### config.mk
export PLATFORM = sky130hd
export DESIGN_NAME = tape_track_deskew_correct
export DESIGN_NICKNAME = d
export VERILOG_FILES = /design/src/design/tape_deskew_pkg.sv /design/src/design/tape_track_deskew_correct.sv
export VERILOG_INCLUDE_DIRS = /design/src /design/src/design
export SDC_FILE = /design/constraint.sdc
export NUM_CORES = 1
export LEC_CHECK = 0
export ABC_AREA = 1
export BUFFER_PORTS_ARGS = -buffer_cell sky130_fd_sc_hd__clkbuf_2
export CORE_MARGIN = 4
export CORE_UTILIZATION = 69
export CTS_BUF_LIST = sky130_fd_sc_hd__clkbuf_2
export DETAILED_ROUTE_END_ITERATION = 8
export PLACE_DENSITY = 0.88
export SKIP_LAST_GASP = 1
export SLEW_MARGIN = 30
export SYNTH_ARGS = -nofsm -noshare
export SYNTH_HDL_FRONTEND = slang
export SYNTH_HIERARCHICAL = 1
export SYNTH_SLANG_ARGS = --single-unit
### constraint.sdc
create_clock -name mclk_i -period 3.1 [get_ports mclk_i]
set_input_delay 0.62 -clock mclk_i [delete_from_list [all_inputs] [get_ports mclk_i]]
set_output_delay 0.62 -clock mclk_i [all_outputs]
set_load 0.02 [all_outputs]
### src/design/tape_deskew_consts.svh
`ifndef TAPE_DESKEW_CONSTS_SVH
`define TAPE_DESKEW_CONSTS_SVH
// Nine tracks: bits 7..0 data, bit 8 parity
`define TRK_N        9
`define TRK_PAR      8
// Skew store depth and output buffer depth
`define SKEW_DEPTH   4
`define OUT_DEPTH    2
// First chain half holds tracks 0..4
`define CHAIN_SPLIT  5
// Character FIFO geometry, word is 9 data bits plus two flags
`define CF_WIDTH     11
`define CF_DEPTH     16
`define CF_AW        4
// Field positions inside a FIFO word
`define CF_PERR_BIT  9
`define CF_CORR_BIT  10
// Reset values
`define PTR_RST      4'h0
`define SKEW_RST     4'h0
`define TRK_RST      9'h000
// Number of transfers before the second output stage holds data
`define FILL_CNT     2'h2
`endif

### src/design/tape_deskew_pkg.sv
package tape_deskew_pkg;
  typedef logic [8:0]  track_vec_t;
  typedef logic [3:0]  nibble_t;
  typedef logic [10:0] char_word_t;
  typedef enum logic [1:0] {
    CORR_IDLE,
    CORR_ARMED,
    CORR_RUN
  } corr_state_t;
endpackage

### src/design/tape_track_deskew_correct.sv
// Overview of operation
// - Nine tracks, four-stage skew, two output stages
// - One-hot pointer marks next write stage
// - Bit strobe selects left shift one clock
// - Window low or lost high holds left select
// - Left pulse unless copy, loads seed
// - Copy shifts all right, zeros in top
// - Assembled when all pointers left bottom
// - Write at top stage flags overflow
// - Postamble pattern 10, lost tracks pass
// - Postamble sampled at each copy transfer
// - Window and preamble-end both low clear skew stores
// - Seed pulse loads pointer bottom stage
// - Bits fill stages as pointer advances
// - Window fall returns buffer to idle
// - Odd parity check, single-track regeneration
// - Inverted second stage ORed correction, strobe
// - Lost blocks ones, clears preamble-end, stores
// - Lost track flushed, passes postamble, corrects
// - Single dropout corrects from next transfer
// - Indicator shows correction in progress
// - Any-lost and multi-lost outputs
// - Multi-lost built as two half chains
// - Synced strobe is strobe gated preamble-end
// - Lost flag armed only while enabled
`timescale 1ns/1ns
`include "tape_deskew_consts.svh"

module char_fifo #(
  parameter int WIDTH = `CF_WIDTH,
  parameter int DEPTH = `CF_DEPTH,
  parameter int AW    = `CF_AW
) (
  input  wire logic             mclk_i,
  input  wire logic             rst_b_i,
  input  wire logic             in_valid_i,
  output      logic             in_ready_o,
  input  wire logic [WIDTH-1:0] in_data_i,
  output      logic             out_valid_o,
  input  wire logic             out_ready_i,
  output      logic [WIDTH-1:0] out_data_o
);
  logic [WIDTH-1:0] mem_q [DEPTH];
  logic [AW-1:0]    wr_q;
  logic [AW-1:0]    rd_q;
  logic [AW:0]      cnt_q;
  logic             push;
  logic             pop;

  // Honest full and empty from occupancy
  assign in_ready_o  = (cnt_q != (AW+1)'(DEPTH));
  assign out_valid_o = (cnt_q != '0);
  assign out_data_o  = mem_q[rd_q];
  assign push        = in_valid_i & in_ready_o;
  assign pop         = out_valid_o & out_ready_i;

  // Storage write
  always_ff @(posedge mclk_i) begin
    if (push) begin
      mem_q[wr_q] <= in_data_i;
    end
  end

  // Pointers and count
  always_ff @(posedge mclk_i or negedge rst_b_i) begin
    if (!rst_b_i) begin
      wr_q  <= '0;
      rd_q  <= '0;
      cnt_q <= '0;
    end else begin
      if (push) begin
        wr_q <= wr_q + AW'(1);
      end
      if (pop) begin
        rd_q <= rd_q + AW'(1);
      end
      if (push && !pop) begin
        cnt_q <= cnt_q + (AW+1)'(1);
      end else if (pop && !push) begin
        cnt_q <= cnt_q - (AW+1)'(1);
      end
    end
  end
endmodule // char_fifo

module tape_track_deskew_correct (
  input  wire logic                        mclk_i,
  input  wire logic                        rst_b_i,
  input  wire tape_deskew_pkg::track_vec_t cell_data_strobe_i,
  input  wire tape_deskew_pkg::track_vec_t cell_bit_one_i,
  input  wire tape_deskew_pkg::track_vec_t dropout_detect_i,
  input  wire logic                        lost_arm_i,
  input  wire logic                        sync_window_enable_i,
  input  wire logic                        pointer_seed_i,
  input  wire logic                        copy_char_n_i,
  input  wire logic                        host_ready_i,
  output      logic                        all_tracks_assembled_o,
  output      logic                        postamble_found_o,
  output      logic                        postamble_seen_o,
  output      logic                        skew_overflow_n_o,
  output      logic                        any_track_lost_o,
  output      logic                        multi_track_lost_n_o,
  output      tape_deskew_pkg::track_vec_t track_lost_n_o,
  output      logic                        char_buffer_ready_o,
  output      logic [7:0]                  out_data_lines_o,
  output      logic                        out_parity_line_o,
  output      logic                        char_out_strobe_o,
  output      logic                        read_parity_error_o,
  output      logic                        correcting_indicator_o
);
  import tape_deskew_pkg::*;

  track_vec_t  lost_q;
  track_vec_t  pre_end_q;
  nibble_t     ptr_q  [`TRK_N];
  nibble_t     skew_q [`TRK_N];
  track_vec_t  d1_q;
  track_vec_t  d2_q;
  track_vec_t  synced_bit_strobe;
  track_vec_t  shift_left_select;
  track_vec_t  left_shift_pulse;
  track_vec_t  bit_one;
  track_vec_t  ptr_low;
  track_vec_t  post_ok;
  track_vec_t  corr_gate;
  track_vec_t  out_char;
  logic        right_shift_pulse;
  logic        overflow_q;
  logic        overflow_now;
  logic        post_seen_q;
  logic [1:0]  fill_q;
  logic        push_q;
  logic        parity_fix_bit;
  logic        fifo_in_ready;
  logic        fifo_out_valid;
  logic        fifo_pop;
  char_word_t  fifo_in;
  char_word_t  fifo_out;
  char_word_t  out_q;
  logic        strobe_q;
  logic        single_lost;
  corr_state_t corr_q;

  // Two-half chain: pass OR of lost flags, collect pairwise overlaps
  function automatic logic [1:0] lost_chain(input track_vec_t lost, input int lo,
                                            input int hi);
    logic up;
    logic multi;
    up    = 1'b0;
    multi = 1'b0;
    for (int i = lo; i <= hi; i++) begin
      multi = multi | (up & lost[i]);
      up    = up | lost[i];
    end
    return {multi, up};
  endfunction

  // Odd parity regeneration of one track from the other eight
  function automatic logic regen_bit(input track_vec_t chr, input track_vec_t lost);
    return ~^(chr & ~lost);
  endfunction

  logic [1:0] chain_a;
  logic [1:0] chain_b;

  // Dropout summary outputs
  always_comb begin
    chain_a              = lost_chain(lost_q, 0, `CHAIN_SPLIT - 1);
    chain_b              = lost_chain(lost_q, `CHAIN_SPLIT, `TRK_N - 1);
    any_track_lost_o     = chain_a[0] | chain_b[0];
    multi_track_lost_n_o = ~(chain_a[1] | chain_b[1] | (chain_a[0] & chain_b[0]));
  end

  assign single_lost    = any_track_lost_o & multi_track_lost_n_o;
  assign track_lost_n_o = ~lost_q;

  // Lost flags, armed only inside the enable interval
  always_ff @(posedge mclk_i or negedge rst_b_i) begin
    if (!rst_b_i) begin
      lost_q <= `TRK_RST;
    end else if (!lost_arm_i) begin
      lost_q <= `TRK_RST;
    end else begin
      lost_q <= lost_q | dropout_detect_i;
    end
  end

  // Per-track strobe and select terms
  always_comb begin
    for (int t = 0; t < `TRK_N; t++) begin
      bit_one[t]           = cell_bit_one_i[t] & ~lost_q[t];
      synced_bit_strobe[t] = cell_data_strobe_i[t] & pre_end_q[t] & ~lost_q[t];
      shift_left_select[t] = synced_bit_strobe[t] | ~sync_window_enable_i
                             | lost_q[t];
      left_shift_pulse[t]  = shift_left_select[t] & copy_char_n_i;
      ptr_low[t]           = ptr_q[t][0];
      post_ok[t]           = lost_q[t] | (d1_q[t] & ~skew_q[t][0]);
    end
  end

  assign right_shift_pulse      = ~copy_char_n_i;
  assign all_tracks_assembled_o = ~|ptr_low;
  assign postamble_found_o      = &post_ok;
  assign overflow_now           = |(synced_bit_strobe & {ptr_q[8][3], ptr_q[7][3],
                                   ptr_q[6][3], ptr_q[5][3], ptr_q[4][3], ptr_q[3][3],
                                   ptr_q[2][3], ptr_q[1][3], ptr_q[0][3]});
  assign skew_overflow_n_o      = ~overflow_q;

  // Preamble-end flags: first one bit inside the window
  always_ff @(posedge mclk_i or negedge rst_b_i) begin
    if (!rst_b_i) begin
      pre_end_q <= `TRK_RST;
    end else begin
      for (int t = 0; t < `TRK_N; t++) begin
        if (!sync_window_enable_i || lost_q[t]) begin
          pre_end_q[t] <= 1'b0;
        end else if (cell_data_strobe_i[t] && bit_one[t]) begin
          pre_end_q[t] <= 1'b1;
        end
      end
    end
  end

  // Pointer registers
  always_ff @(posedge mclk_i or negedge rst_b_i) begin
    if (!rst_b_i) begin
      for (int t = 0; t < `TRK_N; t++) begin
        ptr_q[t] <= `PTR_RST;
      end
    end else begin
      for (int t = 0; t < `TRK_N; t++) begin
        if (right_shift_pulse) begin
          ptr_q[t] <= {1'b0, ptr_q[t][3:1]};
        end else if (left_shift_pulse[t]) begin
          ptr_q[t] <= {ptr_q[t][2:0], pointer_seed_i};
        end
      end
    end
  end

  // Skew stores: write the marked stage, shift in the same clock
  always_ff @(posedge mclk_i or negedge rst_b_i) begin
    if (!rst_b_i) begin
      for (int t = 0; t < `TRK_N; t++) begin
        skew_q[t] <= `SKEW_RST;
      end
    end else begin
      for (int t = 0; t < `TRK_N; t++) begin
        nibble_t wr;
        wr = skew_q[t];
        if (synced_bit_strobe[t]) begin
          for (int s = 0; s < `SKEW_DEPTH; s++) begin
            if (ptr_q[t][s]) begin
              wr[s] = bit_one[t];
            end
          end
        end
        if (!pre_end_q[t] && !sync_window_enable_i) begin
          skew_q[t] <= `SKEW_RST;
        end else if (lost_q[t]) begin
          skew_q[t] <= `SKEW_RST;
        end else if (right_shift_pulse) begin
          skew_q[t] <= {1'b0, wr[3:1]};
        end else begin
          skew_q[t] <= wr;
        end
      end
    end
  end

  // Output stages: first stage follows track state, second only the window
  always_ff @(posedge mclk_i or negedge rst_b_i) begin
    if (!rst_b_i) begin
      d1_q <= `TRK_RST;
      d2_q <= `TRK_RST;
    end else begin
      for (int t = 0; t < `TRK_N; t++) begin
        if (!sync_window_enable_i || lost_q[t]) begin
          d1_q[t] <= 1'b0;
        end else if (right_shift_pulse) begin
          d1_q[t] <= skew_q[t][0];
        end
      end
      if (!sync_window_enable_i) begin
        d2_q <= `TRK_RST;
      end else if (right_shift_pulse) begin
        d2_q <= d1_q;
      end
    end
  end

  // Sticky overflow and postamble sample, dropped when window falls
  always_ff @(posedge mclk_i or negedge rst_b_i) begin
    if (!rst_b_i) begin
      overflow_q  <= 1'b0;
      post_seen_q <= 1'b0;
    end else if (!sync_window_enable_i) begin
      overflow_q  <= 1'b0;
      post_seen_q <= 1'b0;
    end else begin
      if (overflow_now) begin
        overflow_q <= 1'b1;
      end
      if (right_shift_pulse && postamble_found_o) begin
        post_seen_q <= 1'b1;
      end
    end
  end

  assign postamble_seen_o = post_seen_q;

  // Correction sequencer
  always_ff @(posedge mclk_i or negedge rst_b_i) begin
    if (!rst_b_i) begin
      corr_q <= CORR_IDLE;
    end else if (!sync_window_enable_i || post_seen_q) begin
      corr_q <= CORR_IDLE;
    end else begin
      case (corr_q)
        CORR_IDLE: begin
          if (single_lost && !overflow_q) begin
            corr_q <= CORR_ARMED;
          end
        end
        CORR_ARMED: begin
          if (!single_lost || overflow_q) begin
            corr_q <= CORR_IDLE;
          end else if (right_shift_pulse) begin
            corr_q <= CORR_RUN;
          end
        end
        CORR_RUN: begin
          if (!single_lost || overflow_q) begin
            corr_q <= CORR_IDLE;
          end
        end
        default: begin
          corr_q <= CORR_IDLE;
        end
      endcase
    end
  end

  assign correcting_indicator_o = (corr_q == CORR_RUN);

  // Corrected character from second stage
  always_comb begin
    parity_fix_bit = regen_bit(d2_q, lost_q);
    corr_gate      = correcting_indicator_o ? lost_q : `TRK_RST;
    out_char       = d2_q | (corr_gate & {`TRK_N{parity_fix_bit}});
    fifo_in        = {correcting_indicator_o,
                      ~any_track_lost_o & ~(^d2_q),
                      out_char};
  end

  // Count transfers so only real characters leave the second stage
  always_ff @(posedge mclk_i or negedge rst_b_i) begin
    if (!rst_b_i) begin
      fill_q <= 2'h0;
      push_q <= 1'b0;
    end else begin
      push_q <= right_shift_pulse && (fill_q == `FILL_CNT - 2'h1 || fill_q == `FILL_CNT)
                && sync_window_enable_i && !postamble_found_o;
      if (!sync_window_enable_i) begin
        fill_q <= 2'h0;
      end else if (right_shift_pulse && fill_q != `FILL_CNT) begin
        fill_q <= fill_q + 2'h1;
      end
    end
  end

  assign char_buffer_ready_o = fifo_in_ready;

  char_fifo #(
    .WIDTH (`CF_WIDTH),
    .DEPTH (`CF_DEPTH),
    .AW    (`CF_AW)
  ) u_fifo (
    .mclk_i      (mclk_i),
    .rst_b_i     (rst_b_i),
    .in_valid_i  (push_q),
    .in_ready_o  (fifo_in_ready),
    .in_data_i   (fifo_in),
    .out_valid_o (fifo_out_valid),
    .out_ready_i (host_ready_i),
    .out_data_o  (fifo_out)
  );

  assign fifo_pop = fifo_out_valid & host_ready_i;

  // Host side: latched word and one strobe per character
  always_ff @(posedge mclk_i or negedge rst_b_i) begin
    if (!rst_b_i) begin
      out_q    <= '0;
      strobe_q <= 1'b0;
    end else begin
      strobe_q <= fifo_pop;
      if (fifo_pop) begin
        out_q <= fifo_out;
      end
    end
  end

  // Read lines are active low: inverted stored data
  assign out_data_lines_o       = ~out_q[7:0];
  assign out_parity_line_o      = ~out_q[`TRK_PAR];
  assign char_out_strobe_o      = strobe_q;
  assign read_parity_error_o    = out_q[`CF_PERR_BIT];
endmodule // tape_track_deskew_correct

==> results of run 1 <==
[worst min-delay path, stage by stage]
cell,delay (ns)
clkbuf_2,0.11
nand3_1,0.09
a211oi_1,0.07
[per-stage QoR]
step / util / area, µm² / cells / hold slack, ns / worst slack [ns]
after global routing: 0.780 / 15800 / 2060 / 0.0413 / 0.00154
after floorplan: - / 14200 / 1595 / 0.324 / 0.843
after detailed placement: 0.732 / 14800 / 1903 / 0.485 / 0.678
after CTS: 0.779 / 15800 / 2059 / 0.00139 / 0.0211
final: 0.780 / 15800 / 2060 / 0.0812 / 0.150
after global placement: 0.732 / 14800 / 1903 / 0.469 / 0.752
[metal layers]
layer	up-vias	routed length (µm)
li1	5486	-
met4	0	1970
met5	-	0
met1	5423	13100
met3	157	3340
met2	690	17600
[state kept, by name, summed over array words and instances (netlist names)]
name / cells
pre_end_q: 9
d1_q: 9
ptr_low: 9
skew_q: 36
out_q: 10
u_fifo/mem_q: 160
lost_q: 9
push_q: 1
u_fifo/cnt_q: 5
overflow_q: 1
char_out_strobe_o: 1
corr_q: 2
fill_q: 2
u_fifo/rd_q: 4
ptr_q: 27
postamble_seen_o: 1
u_fifo/wr_q: 4
d2_q: 9
[area by class of cell]
cell class / count / area [µm²]
Fill cell: 1326 / 4460
Inverter: 209 / 792
Multi-Input combinational cell: 1029 / 4790
Tap cell: 270 / 338
Antenna cell: 1 / 2.50
Clock inverter: 19 / 153
Sequential cell: 299 / 8290
Clock buffer: 114 / 571
Timing Repair Buffer: 119 / 840
[worst max-delay path by stage]
stage	to	slack, ns	cells after the start
2_1_floorplan	u_fifo/cnt_q[4]	0.84	13
3_3_place_gp	postamble_found_o	0.75	6
3_5_place_dp	skew_q[16]	0.68	8
4_1_cts	postamble_found_o	0.02	6
5_1_grt	postamble_found_o	0.002	6
6_report	postamble_found_o	0.15	4
[power by group through the flow]
stage	logic, mW	registers (mW)	clock network [mW]
6_report	3.12	4.73	2.80
5_1_grt	3.48	4.76	3.08
4_1_cts	3.06	4.72	2.85
3_5_place_dp	3.00	4.80	0
3_3_place_gp	2.90	4.78	0
2_1_floorplan	2.21	4.72	0
[timing repair]
| action | 4_1_cts | 5_1_grt |
|---|---|---|
| resized for setup | 2 | 1 |
| gates cloned | 0 | 0 |
| setup endpoints to repair | 1 | 1 |
| hold buffers | 22 | 0 |
| endpoints found under the hold margin | 73 | 0 |
| buffers inserted | 1 | 0 |
==> results.md, run 1 <==
* Worst Path Arrival at 2.33 ns
* Total number of yosys warnings at 6
* Skew final at 0.0955 ns
* Pwr dens at 675 nW/µm²
* Placer Congestion at 0.961
* WP data required at 2.48 ns
* DR vias/cell at 5.71
* HP Start: cell_data_strobe_i[8]
* Total GRT Usage at 0.325
* Sequential cell fraction of total power at 0.444
* FF-to-FF End: u_fifo/mem_q[15][7]
* Switching power at 3.99 mW
* Setup crit start: lost_q[1]
* CP delay by family, top: flip-flops
* Core area at 20200 µm²
* Reg-to-reg critical path startpoint: lost_q[3]
* H-tree Lvls at 3
* Mapped Nets at 1640
* Combinational share of power at 0.293
* Status: completed
* Cells after Synth at 1595
* Int Power at 6.66 mW
* Io pins at 62
* Initial Util at 0.701
* Area delta synth->final at 11.2%
* TritonCTS buffer count at 74
* Final slew viol count at 0
* Crit-path max FO at 9
* WP buf/inv at 1
* Startpoint types: flop
* Hold Crit Class: primary input to flop
* Highest clock rate at 0.339 GHz
* CTS tree: built
* Hold EP: pre_end_q[8]
* Final Cycle Share at 0.952
* Largest net degree at the start of global routing at 103
* Routed WL per cell at 17.5 µm
* FP Rows at 52
* Peak VDD IR at 0.360 mV
* M1 GR Usage at 0.394
* Crit-path slowest cell: dfrtp_1
* Initial antenna violation count at 1
* Clock sink count at 299
* Synth Cell Area at 14200 µm²
* Total power draw at 10.7 mW
* Unrepaired setup endpoints after global routing: no
* Worst path cell trace: a21oi_1, nor4_2, and2_1, clkbuf_2
* Die Ht at 151 µm
* WS Path Type: flop to output port
* Full die area at 22900 µm²
* DR vias at 11756
* Clk pwr share at 0.263
* Crit. End Element: output port
* Number of global-route vias before repair at 11608
* Post-route ant nets at 0
* Die width at 151 µm
* Clock transition at path regs at 0.10 ns
* R2R depth at 10
* Setup violators final at 0
* CTS max path bufs at 3
* Grt met2 use at 0.538
* Slew Limit Headroom at 0.405
* Mean Syn Cell Area at 8.89 µm²
* Final wirelength at 36.0 mm
* Endpoints failing hold at 0
* P_leak at 7.30 nW
* Met3 usage at 0.0691
* Worst skew pair latency at 0.88 ns
* First-pass GRT wire length at 57.7 mm
* Layout cells sized above 1 at 0.145
* First-pass detailed-route iteration total at 6
* Clk root buf: clkbuf_2
* R2R Setup Slk at 0.63 ns
* TNS Setup at 0 ns
* Worst hold stages at 3
* Max Cap Viol at 0
* Iter 0 DRT Violations at 1181
* Commonest non-fill, non-tap cell in the layout: nand2_1
* Most frequent cells in the layout: 454 x nand2_1, 195 x inv_1, 174 x clkbuf_2, 164 x nor2_1, 160 x edfxtp_1
* DP HPWL at 23.2 mm
* Port bufs at 61
* Max stage delay on crit path at 0.61 ns
* Drt drc at 0
* GRT busiest layer: met2
* Switching Fraction at 0.374
* Slew @ Worst Pin at 0.889 ns
* Minimum clock period at 2.95 ns
* Overflow after GRT at 0
* Nets@finish at 1777
Note: power is estimated with default switching activity, not from simulation.
==> run 2: changes to the inputs <==
Settings changed: CORE_ASPECT_RATIO set to 1.75, CORE_UTILIZATION 69 to 40, PLACE_DENSITY 0.88 to not set.
==> results.md, run 2 (same netlist as run 1, synthesis figures left out) <==
* Worst Path Arrival at 2.37 ns
* Final wirelength at 37.2 mm
* H-tree Lvls at 3
* CP delay by family, top: simple AND/OR/NAND/NOR gates
* Clk pwr share at 0.243
* Io pins at 62
* FF/Latch Area at 8290 µm²
* Minimum clock period at 2.99 ns
* Highest clock rate at 0.335 GHz
* Post-route ant nets at 0
* Final slew viol count at 0
* Clk root buf: clkbuf_2
* WP data required at 2.48 ns
* Reg-to-reg critical path startpoint: u_fifo/cnt_q[1]
* Pre-CTS WS at 0.699 ns
* Peak VDD IR at 0.347 mV
* Setup violators final at 0
* Total power draw at 10.4 mW
* Die Ht at 257 µm
* TritonCTS buffer count at 69
* Endpoints failing hold at 0
* Worst skew pair latency at 0.93 ns
* DR vias/cell at 4.97
* Pwr dens at 652 nW/µm²
* Setup crit start: lost_q[7]
* Status: completed
* Total GRT Usage at 0.199
* DR vias at 11199
* Area delta synth->final at 12.8%
* WP buf/inv at 2
* Largest regs: u_fifo/mem_q (160), skew_q (36), ptr_q (27)
* Initial Util at 0.403
* HP Start: cell_bit_one_i[7]
* Max stage delay on crit path at 0.45 ns
* Crit-path slowest cell: dfrtp_1
* Switching power at 4.02 mW
* Flip-flop count of the largest register after layout at 160
* DP HPWL at 25.9 mm
* Clock sink count at 299
* Nets@finish at 1781
* Final Cell Area at 16000 µm²
* Int Power at 6.42 mW
* Initial antenna violation count at 2
* Skew final at 0.0512 ns
* Post-DP Area at 15000 µm²
* Final Cycle Share at 0.964
* Slew @ Worst Pin at 0.988 ns
* TNS Setup at 0 ns
* Fillers at 3393
* CTS tree: built
* Layout cells sized above 1 at 0.136
* Switching Fraction at 0.385
* Commonest non-fill, non-tap cell in the layout: nand2_1
* Max Cap Viol at 0
* Routed WL per cell at 16.5 µm
* Die width at 150 µm
* Core area at 35200 µm²
* Post-route setup slack at 0.113 ns
* Number of global-route vias before repair at 11339
* Drt drc at 0
* Placer Congestion at 0.902
* Worst path cell trace: inv_2, o21ai_0, nand3_1, nor4_2, and2_1, clkbuf_2
* Combinational share of power at 0.306
* Multi-input gate area at 4800 µm²
* Hold Crit Class: primary input to flop
* Slew Limit Headroom at 0.341
* Crit-path max FO at 11
* Biggest register: u_fifo/mem_q
* WS Path Type: flop to output port
* Startpoint types: flop
* Overflow after GRT at 0
* Iter 0 DRT Violations at 606
* Port bufs at 61
* FP Rows at 91
* P_leak at 7.25 nW
* Full die area at 38700 µm²
* Largest net degree at the start of global routing at 103
* Sequential cell fraction of total power at 0.452
* First-pass GRT wire length at 59.5 mm
* Most frequent cells in the layout: 454 x nand2_1, 195 x inv_1, 164 x nor2_1, 160 x edfxtp_1, 152 x clkbuf_2
* Crit. End Element: output port
* First-pass detailed-route iteration total at 6
* Clock transition at path regs at 0.10 ns
* CTS max path bufs at 3
run 2: worst paths after layout:
path | cells past startpoint | end | slack (ns)
min in group asynchronous | 2 | u_fifo/wr_q[1] | 0.23
max in group asynchronous | 3 | skew_q[34] | 2.09
setup / recovery | 6 | postamble_found_o | 0.11
setup reg to reg | 12 | u_fifo/cnt_q[4] | 0.65
hold / removal | 5 | skew_q[7] | 0.12
hold reg to reg | 2 | out_q[9] | 0.50
run 2: repair_timing:
action                                 in CTS  in global routing
hold buffers                               31                  0
setup endpoints to repair                   1                  1
setup buffers                               1                  0
gates resized for setup                     3                  4
pin swaps                                   1                  1
endpoints found under the hold margin      80                  0
run 2: routing by layer:
metal	up-vias	GRT usage	routed length, µm
met1	5344	0.203	13400
met5	-	0	0
met4	0	0.120	2110
met2	263	0.366	20200
met3	92	0.0361	1440
li1	5500	-	-
run 2: cell type report:
cell class,instances,area share
Sequential cell,299,0.518
Multi-Input combinational cell,1029,0.300
Timing Repair Buffer,128,0.0569
Inverter,209,0.0496
Tap cell,465,0.0364
Clock buffer,93,0.0291
Clock inverter,26,0.00970
Antenna cell,3,0.000469
run 2: power by group through the flow:
stage | Sequential [mW] | Combinational [mW] | Clock [mW]
finish | 4.72 | 3.19 | 2.53
global placement | 4.79 | 3.13 | 0
floorplan | 4.72 | 2.21 | 0
global route | 4.76 | 3.60 | 2.86
detailed placement | 4.80 | 3.18 | 0
CTS | 4.72 | 3.23 | 2.64
run 2: worst reg2reg max path: stages (launching register included):
cell     delay [ns]
dfrtp_1        0.44
nor2_1         0.18
nand4_1        0.22
nand2_1        0.29
ha_1           0.22
inv_1          0.12
fa_1           0.46
nand2_1        0.10
nand3_1        0.09
nand3_1        0.07
nand2_1        0.05
nand2_1        0.05
nand2_1        0.05
run 2: stage by stage:
stage	util	std cells	hold slack, ns
global placement	0.427	2098	0.468
finish	0.455	2252	0.119
global route	0.455	2252	0.0665
detailed placement	0.427	2098	0.480
CTS	0.454	2249	0.00118
floorplan	-	1595	0.324
==> run 3: changes to the inputs <==
Settings changed: ABC_AREA 1 to 0, CAP_MARGIN set to 10.
==> results.md, run 3 <==
* Core area at 33600 µm²
* Crit. End Element: output port
* Final wirelength at 32.1 mm
* Number of global-route vias before repair at 9613
* Final Cycle Share at 0.954
* Clock transition at path regs at 0.12 ns
* Routed WL per cell at 18.6 µm
* TritonCTS buffer count at 73
* Final std cells w/o fill at 1723
* Die width at 147 µm
* Skew final at 0.0939 ns
* Setup violators final at 0
* WP depth at 5
* H-tree Lvls at 3
* P_leak at 6.59 nW
* Startpoint types: flop
* Minimum clock period at 2.96 ns
* Endpoints failing hold at 0
* Final slew viol count at 0
* Unrepaired setup endpoints after global routing: no
* Highest clock rate at 0.338 GHz
* DR vias/cell at 5.18
* Largest net degree at the start of global routing at 78
* Biggest register: u_fifo/mem_q
* GRT busiest layer: met2
* Slew @ Worst Pin at 0.763 ns
* Total GRT Usage at 0.179
* Hold Crit Class: primary input to flop
* Max Cap Viol at 0
* First-pass detailed-route iteration total at 5
* Peak VDD IR at 0.312 mV
* Fillers at 3152
* Clock sink count at 299
* Crit-path slowest cell: dfrtp_2
* Mapped Nets at 1096
* Iter 0 DRT Violations at 462
* Post-route ant nets at 0
* Overflow after GRT at 0
* Placed Cells at 1560
* Cells after Synth at 1051
* CP delay by family, top: flip-flops
* Reg-to-reg critical path startpoint: u_fifo/cnt_q[1]
* Area delta synth->final at 15.4%
* Clk root buf: clkbuf_2
* HP Start: sync_window_enable_i
* Largest regs: u_fifo/mem_q (160), skew_q (36), ptr_q (27)
* Post-layout util at 0.466
* Hold EP: skew_q[29]
* Initial antenna violation count at 1
* Drt drc at 0
* Pwr dens at 641 nW/µm²
* Initial Util at 0.404
* WS Path Type: flop to output port
* Worst hold stages at 3
* CTS tree: built
* Mean Syn Cell Area at 12.9 µm²
* Status: completed
* Met3 usage at 0.0329
* Layout cells sized above 1 at 0.252
* Commonest non-fill, non-tap cell in the layout: clkbuf_2
* DP HPWL at 22.1 mm
* Slew Limit Headroom at 0.488
* WP data required at 2.48 ns
* Worst Path Arrival at 2.34 ns
* Total number of yosys warnings at 6
* WP buf/inv at 2
* Max stage delay on crit path at 0.44 ns
* R2R depth at 10
* Io pins at 62
* FP Rows at 89
* DR vias at 8928
* Synth Cell Area at 13600 µm²
* Crit-path max FO at 7
* Worst path cell trace: inv_1, maj3_1, a21boi_2, nor2_2, clkbuf_4
* Most frequent cells in the layout: 161 x clkbuf_2, 160 x edfxtp_1, 129 x dfrtp_1, 101 x nand2_1, 90 x mux2i_1
* R2R Setup Slk at 0.39 ns
* Grt met2 use at 0.337
* Full die area at 37100 µm²
* Port bufs at 61
* FF-to-FF End: u_fifo/cnt_q[4]
* First-pass GRT wire length at 51.4 mm
* M1 GR Usage at 0.181
* Placer Congestion at 0.816
* Die Ht at 252 µm
* Flip-flop count of the largest register after layout at 160
* CTS max path bufs at 3
* Nets@finish at 1263
* Worst skew pair latency at 0.95 ns
run 3: final cells by class:
| type | instances | area (µm²) | area share |
|---|---|---|---|
| Sequential cell | 299 | 8300 | 0.529 |
| Clock buffer | 103 | 515 | 0.0329 |
| Inverter | 51 | 191 | 0.0122 |
| Tap cell | 455 | 569 | 0.0363 |
| Clock inverter | 21 | 150 | 0.00958 |
| Antenna cell | 1 | 2.50 | 0.000160 |
| Multi-Input combinational cell | 650 | 4870 | 0.310 |
| Timing Repair Buffer | 143 | 1080 | 0.0689 |
run 3: where the power goes:
part	switching, mW	internal (mW)
logic	1.38	1.15
registers	0.423	4.46
clock network	1.57	1.06
total	3.37	6.67
run 3: worst max-delay path by stage:
stage               startpoint                    to  slack, ns
5_1_grt             skew_q[28]     postamble_found_o      0.009
6_report             lost_q[8]  multi_track_lost_n_o       0.14
4_1_cts              lost_q[5]     postamble_found_o     -0.007
2_1_floorplan  u_fifo/cnt_q[1]       u_fifo/cnt_q[4]       0.60
3_5_place_dp   u_fifo/cnt_q[1]       u_fifo/cnt_q[4]       0.36
3_3_place_gp   u_fifo/cnt_q[0]       u_fifo/cnt_q[4]       0.40
run 3: what timing repair did:
action	4_1_cts	5_1_grt
setup buffers	4	0
hold buffers	34	0
gates resized for setup	20	3
setup endpoints to repair	4	2
pin swaps	2	2
endpoints found under the hold margin	86	0
run 3: metal layers:
| layer | routed length [µm] | share of wire |
|---|---|---|
| met5 | 0 | 0 |
| met4 | 1620 | 0.051 |
| met3 | 1240 | 0.039 |
| met2 | 17900 | 0.56 |
| met1 | 11400 | 0.35 |
run 3: tightest hold or removal path, cell delays in order:
cell and delay [ns]:
clkbuf_2 0.13, o21bai_1 0.24, a211oi_1 0.06
run 3: stage by stage:
stage / cell area [µm²] / setup TNS [ns] / hold WS, ns / setup slack [ns] / power (mW)
2_1_floorplan: 13600 / 0 / 0.324 / 0.599 / 6.81
3_3_place_gp: 14600 / 0 / 0.488 / 0.399 / 7.44
3_5_place_dp: 14600 / 0 / 0.501 / 0.361 / 7.48
4_1_cts: 15700 / -0.00718 / 0.00412 / -0.00718 / 10.2
5_1_grt: 15700 / 0 / 0.0751 / 0.00863 / 10.7
6_report: 15700 / 0 / 0.142 / 0.143 / 10.0
